`src/core/emx_pkg.sv`:
```
// Package: register map, field positions, pin groups and state codes
package emx_pkg;

	// Register port
	localparam int ADDR_W = 16;
	localparam int DATA_W = 16;
	localparam logic [15:0] ADDR_SELECT = 16'h6C00;
	localparam logic [15:0] ADDR_TIMEOUT = 16'h6C01;
	localparam logic [15:0] ADDR_STATUS = 16'h6C02;
	localparam logic [15:0] ADDR_CLEAR = 16'h6C03;
	localparam logic [15:0] ADDR_ENABLE = 16'h6C04;

	// Selection and timeout register fields
	localparam int BIT_HOST_MODE = 0;
	localparam int BIT_SERIAL_MODE = 2;
	localparam int BIT_RSVD_RW = 3;
	localparam int BIT_TIMEOUT_EN = 0;
	localparam logic TIMEOUT_EN_RESET = 1'b0;

	// Event bits: one per module that can be deselected
	localparam int EV_W = 3;
	localparam int EV_MEM = 0;
	localparam int EV_UART = 1;
	localparam int EV_BSP = 2;

	// Pin groups
	localparam int PAR_ADDR_W = 20;
	localparam int PAR_DATA_W = 32;
	localparam int PAR_CTRL_W = 16;
	localparam int HOST_ADDR_W = 16;
	localparam int HOST_DATA_W = 16;
	localparam int HOST_PIN_W = 8;
	localparam int HOST_CTRL_W = 2;
	localparam int SER_W = 4;
	localparam int PGIO_W = 46;
	localparam int SER_P0 = 0;
	localparam int SER_P1 = 1;
	localparam int SER_P2 = 2;
	localparam int SER_P3 = 3;
	localparam int HC_STROBE = 0;
	localparam int HC_HALF = 1;
	localparam logic UART_RX_IDLE = 1'b1;

	// Strap sampling: cycles the synchroniser needs before capture
	localparam logic [1:0] SETTLE_CYCLES = 2'h2;
	localparam int STRAP_HOST = 0;
	localparam int STRAP_SERIAL = 1;

	// All pin inputs, passed together through one synchroniser
	typedef struct packed {
		logic [PAR_CTRL_W-1:0] ctrl;
		logic [PAR_DATA_W-1:0] data;
		logic [PAR_ADDR_W-1:0] addr;
		logic [HOST_CTRL_W-1:0] hc;
		logic [HOST_PIN_W-1:0] hd;
		logic [SER_W-1:0] sp;
	} emx_pins_t;

	typedef enum logic [2:0] {
		SAMP_SETTLE = 3'h1,
		SAMP_CAPTURE = 3'h2,
		SAMP_DONE = 3'h4
	} emx_samp_state_t;

endpackage

```
`src/core/emx_pin_mux.sv`:
```
// Pin mux top: strap-selected routing of shared pins and selection register
//
// Design decisions made here: the register offsets and the plain strobed port.
`timescale 1ns/1ps
module emx_pin_mux (
	// Clock and reset
	input wire logic ref_clk,
	input wire logic nrst,
	// Register port
	input wire logic [15:0] reg_addr,
	input wire logic [15:0] reg_wdata,
	input wire logic reg_wr,
	input wire logic reg_rd,
	output logic [15:0] reg_rdata,
	output logic irq,
	// Straps
	input wire logic host_mode_strap,
	input wire logic serial_mode_strap,
	// Parallel port pins
	input wire logic [19:0] par_addr_in,
	output logic [19:0] par_addr_out,
	output logic [19:0] par_addr_oe,
	input wire logic [31:0] par_data_in,
	output logic [31:0] par_data_out,
	output logic [31:0] par_data_oe,
	input wire logic [15:0] par_ctrl_in,
	output logic [15:0] par_ctrl_out,
	output logic [15:0] par_ctrl_oe,
	// Host port pins, control bit 0 and 1 are pins zero and one
	input wire logic [7:0] host_data_pins_in,
	output logic [7:0] host_data_pins_out,
	output logic [7:0] host_data_pins_oe,
	input wire logic [1:0] host_control_pins_in,
	output logic [1:0] host_control_pins_out,
	output logic [1:0] host_control_pins_oe,
	// Serial mux pins 0 to 3
	input wire logic [3:0] serial_mux_pins_in,
	output logic [3:0] serial_mux_pins_out,
	output logic [3:0] serial_mux_pins_oe,
	// External memory interface side
	input wire logic [19:0] emi_addr_out,
	input wire logic [19:0] emi_addr_oe,
	input wire logic [31:0] emi_data_out,
	input wire logic [31:0] emi_data_oe,
	input wire logic [15:0] emi_ctrl_out,
	input wire logic [15:0] emi_ctrl_oe,
	output logic [31:0] emi_data_in,
	output logic [15:0] emi_ctrl_in,
	output logic emi_clk_en,
	input wire logic emi_access,
	// Host port side
	output logic [15:0] host_addr_in,
	input wire logic [15:0] host_data_out,
	input wire logic host_data_oe,
	output logic [15:0] host_data_in,
	output logic host_addr_strobe,
	output logic byte_half_indicator,
	output logic host_wide_mode,
	// Parallel general-purpose I/O side
	input wire logic [45:0] parallel_general_io_out,
	input wire logic [45:0] parallel_general_io_oe,
	output logic [45:0] parallel_general_io_in,
	// UART side
	input wire logic uart_tx,
	output logic uart_rx,
	output logic uart_clk_en,
	input wire logic uart_access,
	// General-purpose pins three and five
	input wire logic general_pin_three_out,
	input wire logic general_pin_three_oe,
	output logic general_pin_three_in,
	input wire logic general_pin_five_out,
	input wire logic general_pin_five_oe,
	output logic general_pin_five_in,
	// Serial port side: transmit clock, receive clock, frame syncs
	input wire logic [3:0] bsp_out,
	input wire logic [3:0] bsp_oe,
	output logic [3:0] bsp_in,
	output logic bsp_clk_en,
	input wire logic bsp_access,
	// Bus error pulse
	output logic bus_error
);

	typedef struct packed {
		emx_pkg::emx_pins_t pin_s1;
		emx_pkg::emx_pins_t pin_s2;
		logic ready;
		logic mode_host;
		logic mode_serial;
		logic rsvd_rw;
		logic timeout_en;
		logic [emx_pkg::EV_W-1:0] status;
		logic [emx_pkg::EV_W-1:0] irq_en;
		logic irq;
		logic bus_error;
		logic [15:0] rdata;
		logic [19:0] pa_out;
		logic [19:0] pa_oe;
		logic [31:0] pd_out;
		logic [31:0] pd_oe;
		logic [15:0] pc_out;
		logic [15:0] pc_oe;
		logic [7:0] hd_out;
		logic [7:0] hd_oe;
		logic [1:0] hc_out;
		logic [1:0] hc_oe;
		logic [3:0] sp_out;
		logic [3:0] sp_oe;
		logic [31:0] emi_d_in;
		logic [15:0] emi_c_in;
		logic emi_ck;
		logic [15:0] h_addr;
		logic [15:0] h_data;
		logic h_strobe;
		logic h_half;
		logic h_wide;
		logic [45:0] pg_in;
		logic u_rx;
		logic u_ck;
		logic gp3_in;
		logic gp5_in;
		logic [3:0] b_in;
		logic b_ck;
	} emx_state_t;

	emx_state_t r;
	emx_state_t n;
	emx_pkg::emx_pins_t pins_now;
	emx_pkg::emx_pins_t p;
	logic [1:0] strap_level;
	logic strap_take;
	logic [emx_pkg::EV_W-1:0] ev;

	////////////////////////////////////////////////////////////////////////
	// Straps are caught after reset release, never by the reset itself
	emx_strap_sampler u_strap (
		.ref_clk(ref_clk),
		.nrst(nrst),
		.strap_pins({serial_mode_strap, host_mode_strap}),
		.strap_level(strap_level),
		.strap_take(strap_take)
	);

	assign pins_now = '{ctrl: par_ctrl_in, data: par_data_in,
		addr: par_addr_in, hc: host_control_pins_in,
		hd: host_data_pins_in, sp: serial_mux_pins_in};
	assign p = r.pin_s2;

	////////////////////////////////////////////////////////////////////////
	always_comb begin
		n = r;
		n.pin_s1 = pins_now;
		n.pin_s2 = r.pin_s1;
		// Errors: access to a module that the selection has turned off
		ev = '0;
		ev[emx_pkg::EV_MEM] = emi_access & ~r.mode_host;
		ev[emx_pkg::EV_UART] = uart_access & r.mode_serial;
		ev[emx_pkg::EV_BSP] = bsp_access & ~r.mode_serial;
		ev = ev & {emx_pkg::EV_W{r.timeout_en}};
		n.bus_error = |ev;
		n.status = r.status | ev;
		// Mode writes are honoured but unsupported after reset
		if (reg_wr) begin
			unique case (reg_addr)
				emx_pkg::ADDR_SELECT: begin
					n.mode_host = reg_wdata[emx_pkg::BIT_HOST_MODE];
					n.mode_serial = reg_wdata[emx_pkg::BIT_SERIAL_MODE];
					n.rsvd_rw = reg_wdata[emx_pkg::BIT_RSVD_RW];
				end
				emx_pkg::ADDR_TIMEOUT: begin
					n.timeout_en = reg_wdata[emx_pkg::BIT_TIMEOUT_EN];
				end
				emx_pkg::ADDR_CLEAR: begin
					// New events in the same cycle win over the clear
					n.status = (r.status & ~reg_wdata[emx_pkg::EV_W-1:0]) | ev;
				end
				emx_pkg::ADDR_ENABLE: begin
					n.irq_en = reg_wdata[emx_pkg::EV_W-1:0];
				end
				default: begin
					n.status = n.status;
				end
			endcase
		end
		if (strap_take) begin
			n.mode_host = strap_level[emx_pkg::STRAP_HOST];
			n.mode_serial = strap_level[emx_pkg::STRAP_SERIAL];
			n.ready = 1'b1;
		end
		n.irq = |(n.status & n.irq_en);
		n.rdata = '0;
		if (reg_rd) begin
			unique case (reg_addr)
				emx_pkg::ADDR_SELECT: begin
					n.rdata[emx_pkg::BIT_HOST_MODE] = r.mode_host;
					n.rdata[emx_pkg::BIT_SERIAL_MODE] = r.mode_serial;
					n.rdata[emx_pkg::BIT_RSVD_RW] = r.rsvd_rw;
				end
				emx_pkg::ADDR_TIMEOUT: begin
					n.rdata[emx_pkg::BIT_TIMEOUT_EN] = r.timeout_en;
				end
				emx_pkg::ADDR_STATUS: begin
					n.rdata[emx_pkg::EV_W-1:0] = r.status;
				end
				emx_pkg::ADDR_ENABLE: begin
					n.rdata[emx_pkg::EV_W-1:0] = r.irq_en;
				end
				default: begin
					n.rdata = '0;
				end
			endcase
		end
		// Pin routing; everything stays undriven until the straps are in
		n.pa_out = '0;
		n.pa_oe = '0;
		n.pd_out = '0;
		n.pd_oe = '0;
		n.pc_out = '0;
		n.pc_oe = '0;
		n.hd_out = '0;
		n.hd_oe = '0;
		n.hc_out = '0;
		n.hc_oe = '0;
		n.sp_out = '0;
		n.sp_oe = '0;
		n.emi_d_in = '0;
		n.emi_c_in = '0;
		n.h_addr = '0;
		n.h_data = '0;
		n.h_strobe = 1'b0;
		n.h_half = 1'b0;
		n.pg_in = '0;
		n.u_rx = emx_pkg::UART_RX_IDLE;
		n.gp3_in = 1'b0;
		n.gp5_in = 1'b0;
		n.b_in = '0;
		n.emi_ck = r.ready & r.mode_host;
		n.u_ck = r.ready & ~r.mode_serial;
		n.b_ck = r.ready & r.mode_serial;
		n.h_wide = r.ready & ~r.mode_host;
		if (r.ready && r.mode_host) begin
			n.pa_out = emi_addr_out;
			n.pa_oe = emi_addr_oe;
			n.pd_out = emi_data_out;
			n.pd_oe = emi_data_oe;
			n.pc_out = emi_ctrl_out;
			n.pc_oe = emi_ctrl_oe;
			n.emi_d_in = p.data;
			n.emi_c_in = p.ctrl;
			n.hd_out = host_data_out[emx_pkg::HOST_PIN_W-1:0];
			n.hd_oe = {emx_pkg::HOST_PIN_W{host_data_oe}};
			n.h_data[emx_pkg::HOST_PIN_W-1:0] = p.hd;
			n.h_strobe = p.hc[emx_pkg::HC_STROBE];
			n.h_half = p.hc[emx_pkg::HC_HALF];
		end else if (r.ready) begin
			n.h_addr = p.addr[emx_pkg::HOST_ADDR_W-1:0];
			n.h_data = p.data[emx_pkg::HOST_DATA_W-1:0];
			n.pd_out[emx_pkg::HOST_DATA_W-1:0] = host_data_out;
			n.pd_oe[emx_pkg::HOST_DATA_W-1:0] =
				{emx_pkg::HOST_DATA_W{host_data_oe}};
			n.pg_in = {p.hc, p.hd, p.ctrl,
				p.data[emx_pkg::PAR_DATA_W-1:emx_pkg::HOST_DATA_W],
				p.addr[emx_pkg::PAR_ADDR_W-1:emx_pkg::HOST_ADDR_W]};
			{n.hc_out, n.hd_out, n.pc_out,
				n.pd_out[emx_pkg::PAR_DATA_W-1:emx_pkg::HOST_DATA_W],
				n.pa_out[emx_pkg::PAR_ADDR_W-1:emx_pkg::HOST_ADDR_W]} =
				parallel_general_io_out;
			{n.hc_oe, n.hd_oe, n.pc_oe,
				n.pd_oe[emx_pkg::PAR_DATA_W-1:emx_pkg::HOST_DATA_W],
				n.pa_oe[emx_pkg::PAR_ADDR_W-1:emx_pkg::HOST_ADDR_W]} =
				parallel_general_io_oe;
		end
		if (r.ready && r.mode_serial) begin
			n.sp_out = bsp_out;
			n.sp_oe = bsp_oe;
			n.b_in = p.sp;
		end else if (r.ready) begin
			n.sp_out[emx_pkg::SER_P0] = general_pin_three_out;
			n.sp_oe[emx_pkg::SER_P0] = general_pin_three_oe;
			n.sp_out[emx_pkg::SER_P2] = general_pin_five_out;
			n.sp_oe[emx_pkg::SER_P2] = general_pin_five_oe;
			n.gp3_in = p.sp[emx_pkg::SER_P0];
			n.gp5_in = p.sp[emx_pkg::SER_P2];
			n.sp_out[emx_pkg::SER_P1] = uart_tx;
			n.sp_oe[emx_pkg::SER_P1] = 1'b1;
			n.u_rx = p.sp[emx_pkg::SER_P3];
		end
	end

	always_ff @(posedge ref_clk or negedge nrst) begin
		if (!nrst) begin
			r <= '{timeout_en: emx_pkg::TIMEOUT_EN_RESET,
				u_rx: emx_pkg::UART_RX_IDLE, default: '0};
		end else begin
			r <= n;
		end
	end

	////////////////////////////////////////////////////////////////////////
	assign reg_rdata = r.rdata;
	assign irq = r.irq;
	assign par_addr_out = r.pa_out;
	assign par_addr_oe = r.pa_oe;
	assign par_data_out = r.pd_out;
	assign par_data_oe = r.pd_oe;
	assign par_ctrl_out = r.pc_out;
	assign par_ctrl_oe = r.pc_oe;
	assign host_data_pins_out = r.hd_out;
	assign host_data_pins_oe = r.hd_oe;
	assign host_control_pins_out = r.hc_out;
	assign host_control_pins_oe = r.hc_oe;
	assign serial_mux_pins_out = r.sp_out;
	assign serial_mux_pins_oe = r.sp_oe;
	assign emi_data_in = r.emi_d_in;
	assign emi_ctrl_in = r.emi_c_in;
	assign emi_clk_en = r.emi_ck;
	assign host_addr_in = r.h_addr;
	assign host_data_in = r.h_data;
	assign host_addr_strobe = r.h_strobe;
	assign byte_half_indicator = r.h_half;
	assign host_wide_mode = r.h_wide;
	assign parallel_general_io_in = r.pg_in;
	assign uart_rx = r.u_rx;
	assign uart_clk_en = r.u_ck;
	assign general_pin_three_in = r.gp3_in;
	assign general_pin_five_in = r.gp5_in;
	assign bsp_in = r.b_in;
	assign bsp_clk_en = r.b_ck;
	assign bus_error = r.bus_error;

	////////////////////////////////////////////////////////////////////////
	AST_HOST_STRAP: assert property (
		@(posedge ref_clk) disable iff (!nrst)
		strap_take |=> r.mode_host == $past(strap_level[0]) && r.ready)
		else $error("host mode not taken from strap");
	AST_SERIAL_STRAP: assert property (
		@(posedge ref_clk) disable iff (!nrst)
		strap_take |=> r.mode_serial == $past(strap_level[1]))
		else $error("serial mode not taken from strap");
	AST_GPIO_HOST_PINS: assert property (
		@(posedge ref_clk) disable iff (!nrst)
		r.ready && !r.mode_host |=>
		parallel_general_io_in[45:36] == $past({p.hc, p.hd}))
		else $error("host pins not routed to parallel gpio");
	AST_MUX_HOST_DATA: assert property (
		@(posedge ref_clk) disable iff (!nrst)
		r.ready && r.mode_host |=>
		host_data_pins_out == $past(host_data_out[7:0]) &&
		host_addr_strobe == $past(p.hc[0]))
		else $error("multiplexed host pins misrouted");
	AST_WIDE_HOST: assert property (
		@(posedge ref_clk) disable iff (!nrst)
		r.ready |=> host_wide_mode == !$past(r.mode_host) &&
		host_addr_in == ($past(r.mode_host) ? 16'h0 : $past(p.addr[15:0])))
		else $error("wide host mode misrouted");
	AST_UART_PINS: assert property (
		@(posedge ref_clk) disable iff (!nrst)
		r.ready && !r.mode_serial |=> serial_mux_pins_oe[1] &&
		serial_mux_pins_out[1] == $past(uart_tx) &&
		uart_rx == $past(p.sp[3]))
		else $error("uart pins misrouted");
	AST_BSP_PINS: assert property (
		@(posedge ref_clk) disable iff (!nrst)
		r.ready && r.mode_serial |=>
		serial_mux_pins_out == $past(bsp_out) && bsp_in == $past(p.sp))
		else $error("serial port pins misrouted");
	AST_CLOCK_GATE: assert property (
		@(posedge ref_clk) disable iff (!nrst)
		r.ready |=> uart_clk_en != bsp_clk_en &&
		emi_clk_en == $past(r.mode_host))
		else $error("clock enables disagree with selection");
	AST_BUS_ERROR: assert property (
		@(posedge ref_clk) disable iff (!nrst)
		uart_access && r.mode_serial && r.timeout_en |=> bus_error ##1
		r.status[1])
		else $error("disabled uart access gave no error");
	AST_NO_ERROR_OFF: assert property (
		@(posedge ref_clk) disable iff (!nrst)
		!r.timeout_en |=> !bus_error)
		else $error("bus error with timeout disabled");

endmodule // emx_pin_mux

```
`src/core/emx_strap_sampler.sv`:
```
// Strap sampler: synchronises the two straps and captures them once
`timescale 1ns/1ps
module emx_strap_sampler (
	// Clock and reset
	input wire logic ref_clk,
	input wire logic nrst,
	// Strap pins
	input wire logic [1:0] strap_pins,
	// Captured levels and one-cycle capture pulse
	output logic [1:0] strap_level,
	output logic strap_take
);

	typedef struct packed {
		emx_pkg::emx_samp_state_t state;
		logic [1:0] cnt;
		logic [1:0] s1;
		logic [1:0] s2;
		logic [1:0] lvl;
		logic take;
	} emx_samp_t;

	emx_samp_t r;
	emx_samp_t n;

	////////////////////////////////////////////////////////////////////////
	always_comb begin
		n = r;
		n.s1 = strap_pins;
		n.s2 = r.s1;
		n.take = 1'b0;
		unique case (r.state)
			emx_pkg::SAMP_SETTLE: begin
				// Synchroniser resets to zero, so wait until real levels arrive
				n.cnt = r.cnt + 2'h1;
				if (r.cnt == emx_pkg::SETTLE_CYCLES - 2'h1) begin
					n.state = emx_pkg::SAMP_CAPTURE;
				end
			end
			emx_pkg::SAMP_CAPTURE: begin
				n.lvl = r.s2;
				n.take = 1'b1;
				n.state = emx_pkg::SAMP_DONE;
			end
			emx_pkg::SAMP_DONE: begin
				n.state = emx_pkg::SAMP_DONE;
			end
			default: begin
				n.state = emx_pkg::SAMP_SETTLE;
			end
		endcase
	end

	always_ff @(posedge ref_clk or negedge nrst) begin
		if (!nrst) begin
			r <= '{state: emx_pkg::SAMP_SETTLE, default: '0};
		end else begin
			r <= n;
		end
	end

	assign strap_level = r.lvl;
	assign strap_take = r.take;

	AST_ONE_CAPTURE: assert property (
		@(posedge ref_clk) disable iff (!nrst)
		r.take |=> !r.take [*8])
		else $error("strap captured more than once");

endmodule // emx_strap_sampler

```
`config.mk`:
```
export PLATFORM = sky130hd
export DESIGN_NAME = emx_pin_mux
export DESIGN_NICKNAME = d
export VERILOG_FILES = /design/src/core/emx_pkg.sv /design/src/core/emx_pin_mux.sv /design/src/core/emx_strap_sampler.sv
export SDC_FILE = /design/constraint.sdc
export NUM_CORES = 1
export LEC_CHECK = 0
export BUFFER_PORTS_ARGS = -buffer_cell sky130_fd_sc_hd__buf_2
export CORE_AREA = 3 3 272 274
export DETAILED_ROUTE_END_ITERATION = 16
export DIE_AREA = 0 0 275 277
export GPL_TIMING_DRIVEN = 0
export PLACE_DENSITY_LB_ADDON = 0.25
export SLEW_MARGIN = 25
export SYNTH_ARGS = -nofsm -noshare
export SYNTH_HDL_FRONTEND = slang
export SYNTH_SLANG_ARGS = --single-unit
```
`constraint.sdc`:
```
create_clock -name ref_clk -period 3.27 [get_ports ref_clk]
set_input_delay 0.327 -clock ref_clk [delete_from_list [all_inputs] [get_ports ref_clk]]
set_output_delay 0.327 -clock ref_clk [all_outputs]
set_load 0.02 [all_outputs]
```
==> results.md <==
- The first global-routing pass estimated 88300 um of wire.
- Counting the fill cells in the layout gives roughly 7000.
- The cell internal power dissipation is roughly 11 mW.
- STA puts the critical path data required time at 3.75 ns.
- Counting every sink on the clock net gives 496.
- The clock latency on the worst-skew pair is approximately 0.60 ns.
- The multiplexer area fraction after synthesis is 6.36%.
- The final layout contains 2794 nets.
- The cell depth of the worst flop-to-flop path is 5.
- Setup repair after global routing left no endpoint under its margin.
- At the pin with the least slew margin, the transition time is between 0.9 and 1 ns.
- The largest fanout on the critical path is 10.
- The first routing iteration left 539 violations.
- The post-detailed-placement half-perimeter wirelength is 44100 um.
- Setup violations remaining at the end of the flow were counted as 0.
- No sink is reached through more buffers than the 3 on the longest clock path.
- The number of instances in the synthesized netlist is 1369.
- Of the total power, registers draw ~45%.
- Hold is met by 0.0384 ns.
- The floorplan has 98 rows.
- The number of maximum-capacitance constraint violations is 0.
- The clock input transition at the sequential cells of the worst setup and hold paths is around 0.06 ns.
- In this run the critical register-to-register path is launched from r[330].
- The number of pins with negative max-slew slack in the final report is 0.
- The H-tree was split into 2 levels.
- The floorplan step defined a core boundary enclosing 71600 um2.
- For this design the total switching power over the nets is roughly 3.6 mW.
- Leaving out fill and tap cells, the most frequent cell in the layout is buf_2.
- The minimum clock period after layout is around 2.8 ns.
- The switching share of total power is 24.4%.
- The number of antenna violations at the first check in global routing is 10.
- Prior to clock tree synthesis, the placed netlist has a worst setup slack of -0.112 ns.
- Sequential elements use 66.7% of the synthesized area.
- Summed over its instances, the top area cell type makes up around 66% of the synthesized netlist area.
- The hold violation count in the final report was 0.
- The congestion estimate from routability-driven global placement came to 0.888.
- Counting flops and latches in the post-synthesis netlist gives 496.
- The share of flip-flops with an asynchronous set or reset is 100%.
- The routed layout has 13300 vias.
- The worst pin sits at a relative slew slack of 37.2%.
- The main combinational cell family by area after synthesis is buffers and inverters.
- The via count normalized by instance count is 3.92.
- For the final routed database, the setup TNS stands at 0 ns.
- The total placed cells including tap cells is between 3000 and 4000.
- The terminus of the critical flop-to-flop path is par_addr_oe[18].
- By area the synthesized netlist is led by dfrtp_1 66%, buf_4 13%, mux2i_1 6.0%.
- The commonest register cell after synthesis is dfrtp_1.
- For this run, the number of Yosys warnings is 0.
- The initial utilization of the core area, before any placement, comes to 26.0%.
- The ratio of cells with drive above 1 in the final layout is 44.6%.
- On the final layout, the worst clock skew is 0.0158 ns.
- The maximum number of pins on one net before global-route repair is 91.
- The DRC violation count after routing is 0.
- The worst setup path is launched from a flip-flop.
- Leaving out fill and tap cells, the most frequent cells in the layout are 676 x buf_2, 494 x dfrtp_1, 310 x buf_4.
- Dividing the detail-routed wire length by the instance count gives 17.4 um.
- The width of the chip is 275 um.
- Global routing used between 10% and 20% of the available tracks across all layers.
- STA classifies the critical path endpoint as a flip-flop.
- The number of different library cells in the post-synthesis netlist is between 40 and 50.
- The wire length reported by the detailed router is around 59000 um.
- The clock root buffer is clkbuf_16.
- Once the clock tree was built, the setup fixing pass inserted 0 buffers.
- Dividing the final minimum period by the clock period gives 86.5%.
- Clock tree synthesis inserted a total of 55 buffers.
- Based on the critical path, the design can be clocked at up to ~350 MHz.
- The average cell area after synthesis is 13.6 um2.
- The run finished with clean final reports.
- For this design the top-level I/O count stands at 702.
- The arrival time of the worst setup path is 3.31 ns.
- The count of cells in the finished layout, fillers not included, comes to 3408.
- The number of routed nets with antenna violations is 0.
- The synthesized design contains 0 enable-type register cells.
- TritonCTS built the clock tree.
- The synthesized netlist devotes less than 1% of its cell area to adder and majority cells.
- Per report_power, the clock group accounts for 41.8% of the total.
- Summing the areas of all xor and xnor instances in the mapped netlist gives less than 1% of the synthesized area.
- The category of the critical setup timing path is flip-flop to flip-flop.
- The first detailed-routing pass ran for 4 iterations.
- The proportion of power drawn by combinational gates is a little over an eighth.
- The largest vdd supply drop is 0.000377 V.
- The area enclosed by the die boundary is 76200 um2.
- Summed over all layers, the global routing overflow is 0.
- The critical path starts at r[330].
- Setup slack closes at 0.440 ns.
- The count of buffers from port buffering is 677.
- The internal reg-to-reg setup slack is 0.44 ns.
- The synthesized netlist devotes between 10% and 20% of its cell area to simple gates.
- The most critical setup path has its endpoint at par_addr_oe[18].
- Power spread over the standard cell area amounts to ~520 nW/um2.
- The analysis attributes to cell leakage a power of 14.6 nW.
- The number of global-route vias before repair is approximately 15000.
- The most area-hungry cell type in the Yosys netlist is dfrtp_1.
- The total standard cell area after synthesis is 18600 um2.
- The die extent in y is 277 um.
- In this run the worst hold path is classified as primary input to flip-flop.
- The post-synthesis compound-gate area fraction is 1.71%.
- The area added between synthesis and finish is 51.3%.
area by class of cell:
cell class | count | area (um2) | area share (%)
Antenna cell | 10 | 25.0 | 0.0889
Multi-Input combinational cell | 508 | 3660 | 13.0
Tap cell | 950 | 1190 | 4.22
Sequential cell | 496 | 12400 | 44.1
Buffer | 373 | 2570 | 9.12
Timing Repair Buffer | 975 | 6490 | 23.0
Inverter | 3 | 11.3 | 0.0400
Clock inverter | 16 | 228 | 0.809
Clock buffer | 77 | 1580 | 5.61
critical path, cell delays in order, from the launching register on:
cell,delay [ns]
dfrtp_1,0.37
clkbuf_1,0.61
clkbuf_2,0.54
buf_1,0.76
mux2i_1,0.18
nor2b_1,0.26
stage by stage:
stage	util (%)	power (mW)	cell area, um2
global route	39.3	15.5	28100
CTS	39.3	15.1	28100
global placement	32.4	8.40	23200
floorplan	-	7.61	18600
detailed placement	32.7	8.44	23400
finish	39.3	14.8	28200
repair_timing:
item,in CTS,in global routing
gates resized for setup,2,0
hold buffers,292,0
setup endpoints to repair,5,0
endpoints found under the hold margin,281,0
kinds of logic after synthesis:
group                    Yosys count
other                              1
XOR/XNOR                           2
AO/OA/AOI/OAI                     45
multiplexers                     117
adder cells (fa/ha/maj)            1
flip-flops                       496
AND/OR/NAND/NOR                  331
buffers and inverters            376
worst min-delay path by stage:
stage / from / to / slack, ns / cells after the start
floorplan: nrst / bsp_clk_en / 0.03 / 0
global placement: n[340] / p[8] / 0.33 / 0
detailed placement: nrst / n[359] / 0.28 / 1
CTS: emi_data_oe[23] / par_data_oe[23] / 0.0003 / 3
global route: parallel_general_io_oe[8] / par_data_oe[20] / 0.01 / 3
finish: emi_ctrl_oe[3] / par_ctrl_oe[3] / 0.04 / 3
per-layer routing:
| layer | vias up | track usage (%) | wire, um |
|---|---|---|---|
| met2 | 448 | 26.9 | 30600 |
| li1 | 6184 | - | - |
| met3 | 129 | 3.51 | 3870 |
| met4 | 2 | 6.22 | 2150 |
| met1 | 6580 | 17.7 | 22600 |
| met5 | - | 0 | 7 |
power groups by stage:
stage                     logic [mW]  registers (mW)  clock network (mW)
after floorplan                0.947            6.66                   0
after global placement          1.71            6.69                   0
after detailed placement        1.75            6.69                   0
after CTS                       2.05            6.58                6.43
after global routing            2.18            6.61                6.67
final                           2.02            6.58                6.17
sequential cells by signal (all words and copies together), names as in the netlist, 11 cells and up:
register / count
host_addr_in: 16
p: 82
host_data_in: 16
par_data_out: 32
par_ctrl_oe: 16
r: 11
par_ctrl_out: 16
emi_ctrl_in: 16
parallel_general_io_in: 46
par_addr_oe: 20
n: 82
par_addr_out: 20
par_data_oe: 32
emi_data_in: 32
synthesized netlist by cell type (all sizes together), types with 3 or more instances:
library cell	n
dfrtp	494
buf	316
nor2b	117
mux2i	111
and3	89
and2	80
clkbuf	57
a21o	16
nand2	12
a21boi	9
nand2b	9
mux2	6
a21oi	5
o21ai	5
nand3	4
nor2	4
a31oi	3
inv	3
nand4	3
nand4bb	3
nor3	3
(Power assumes the default switching activity.)
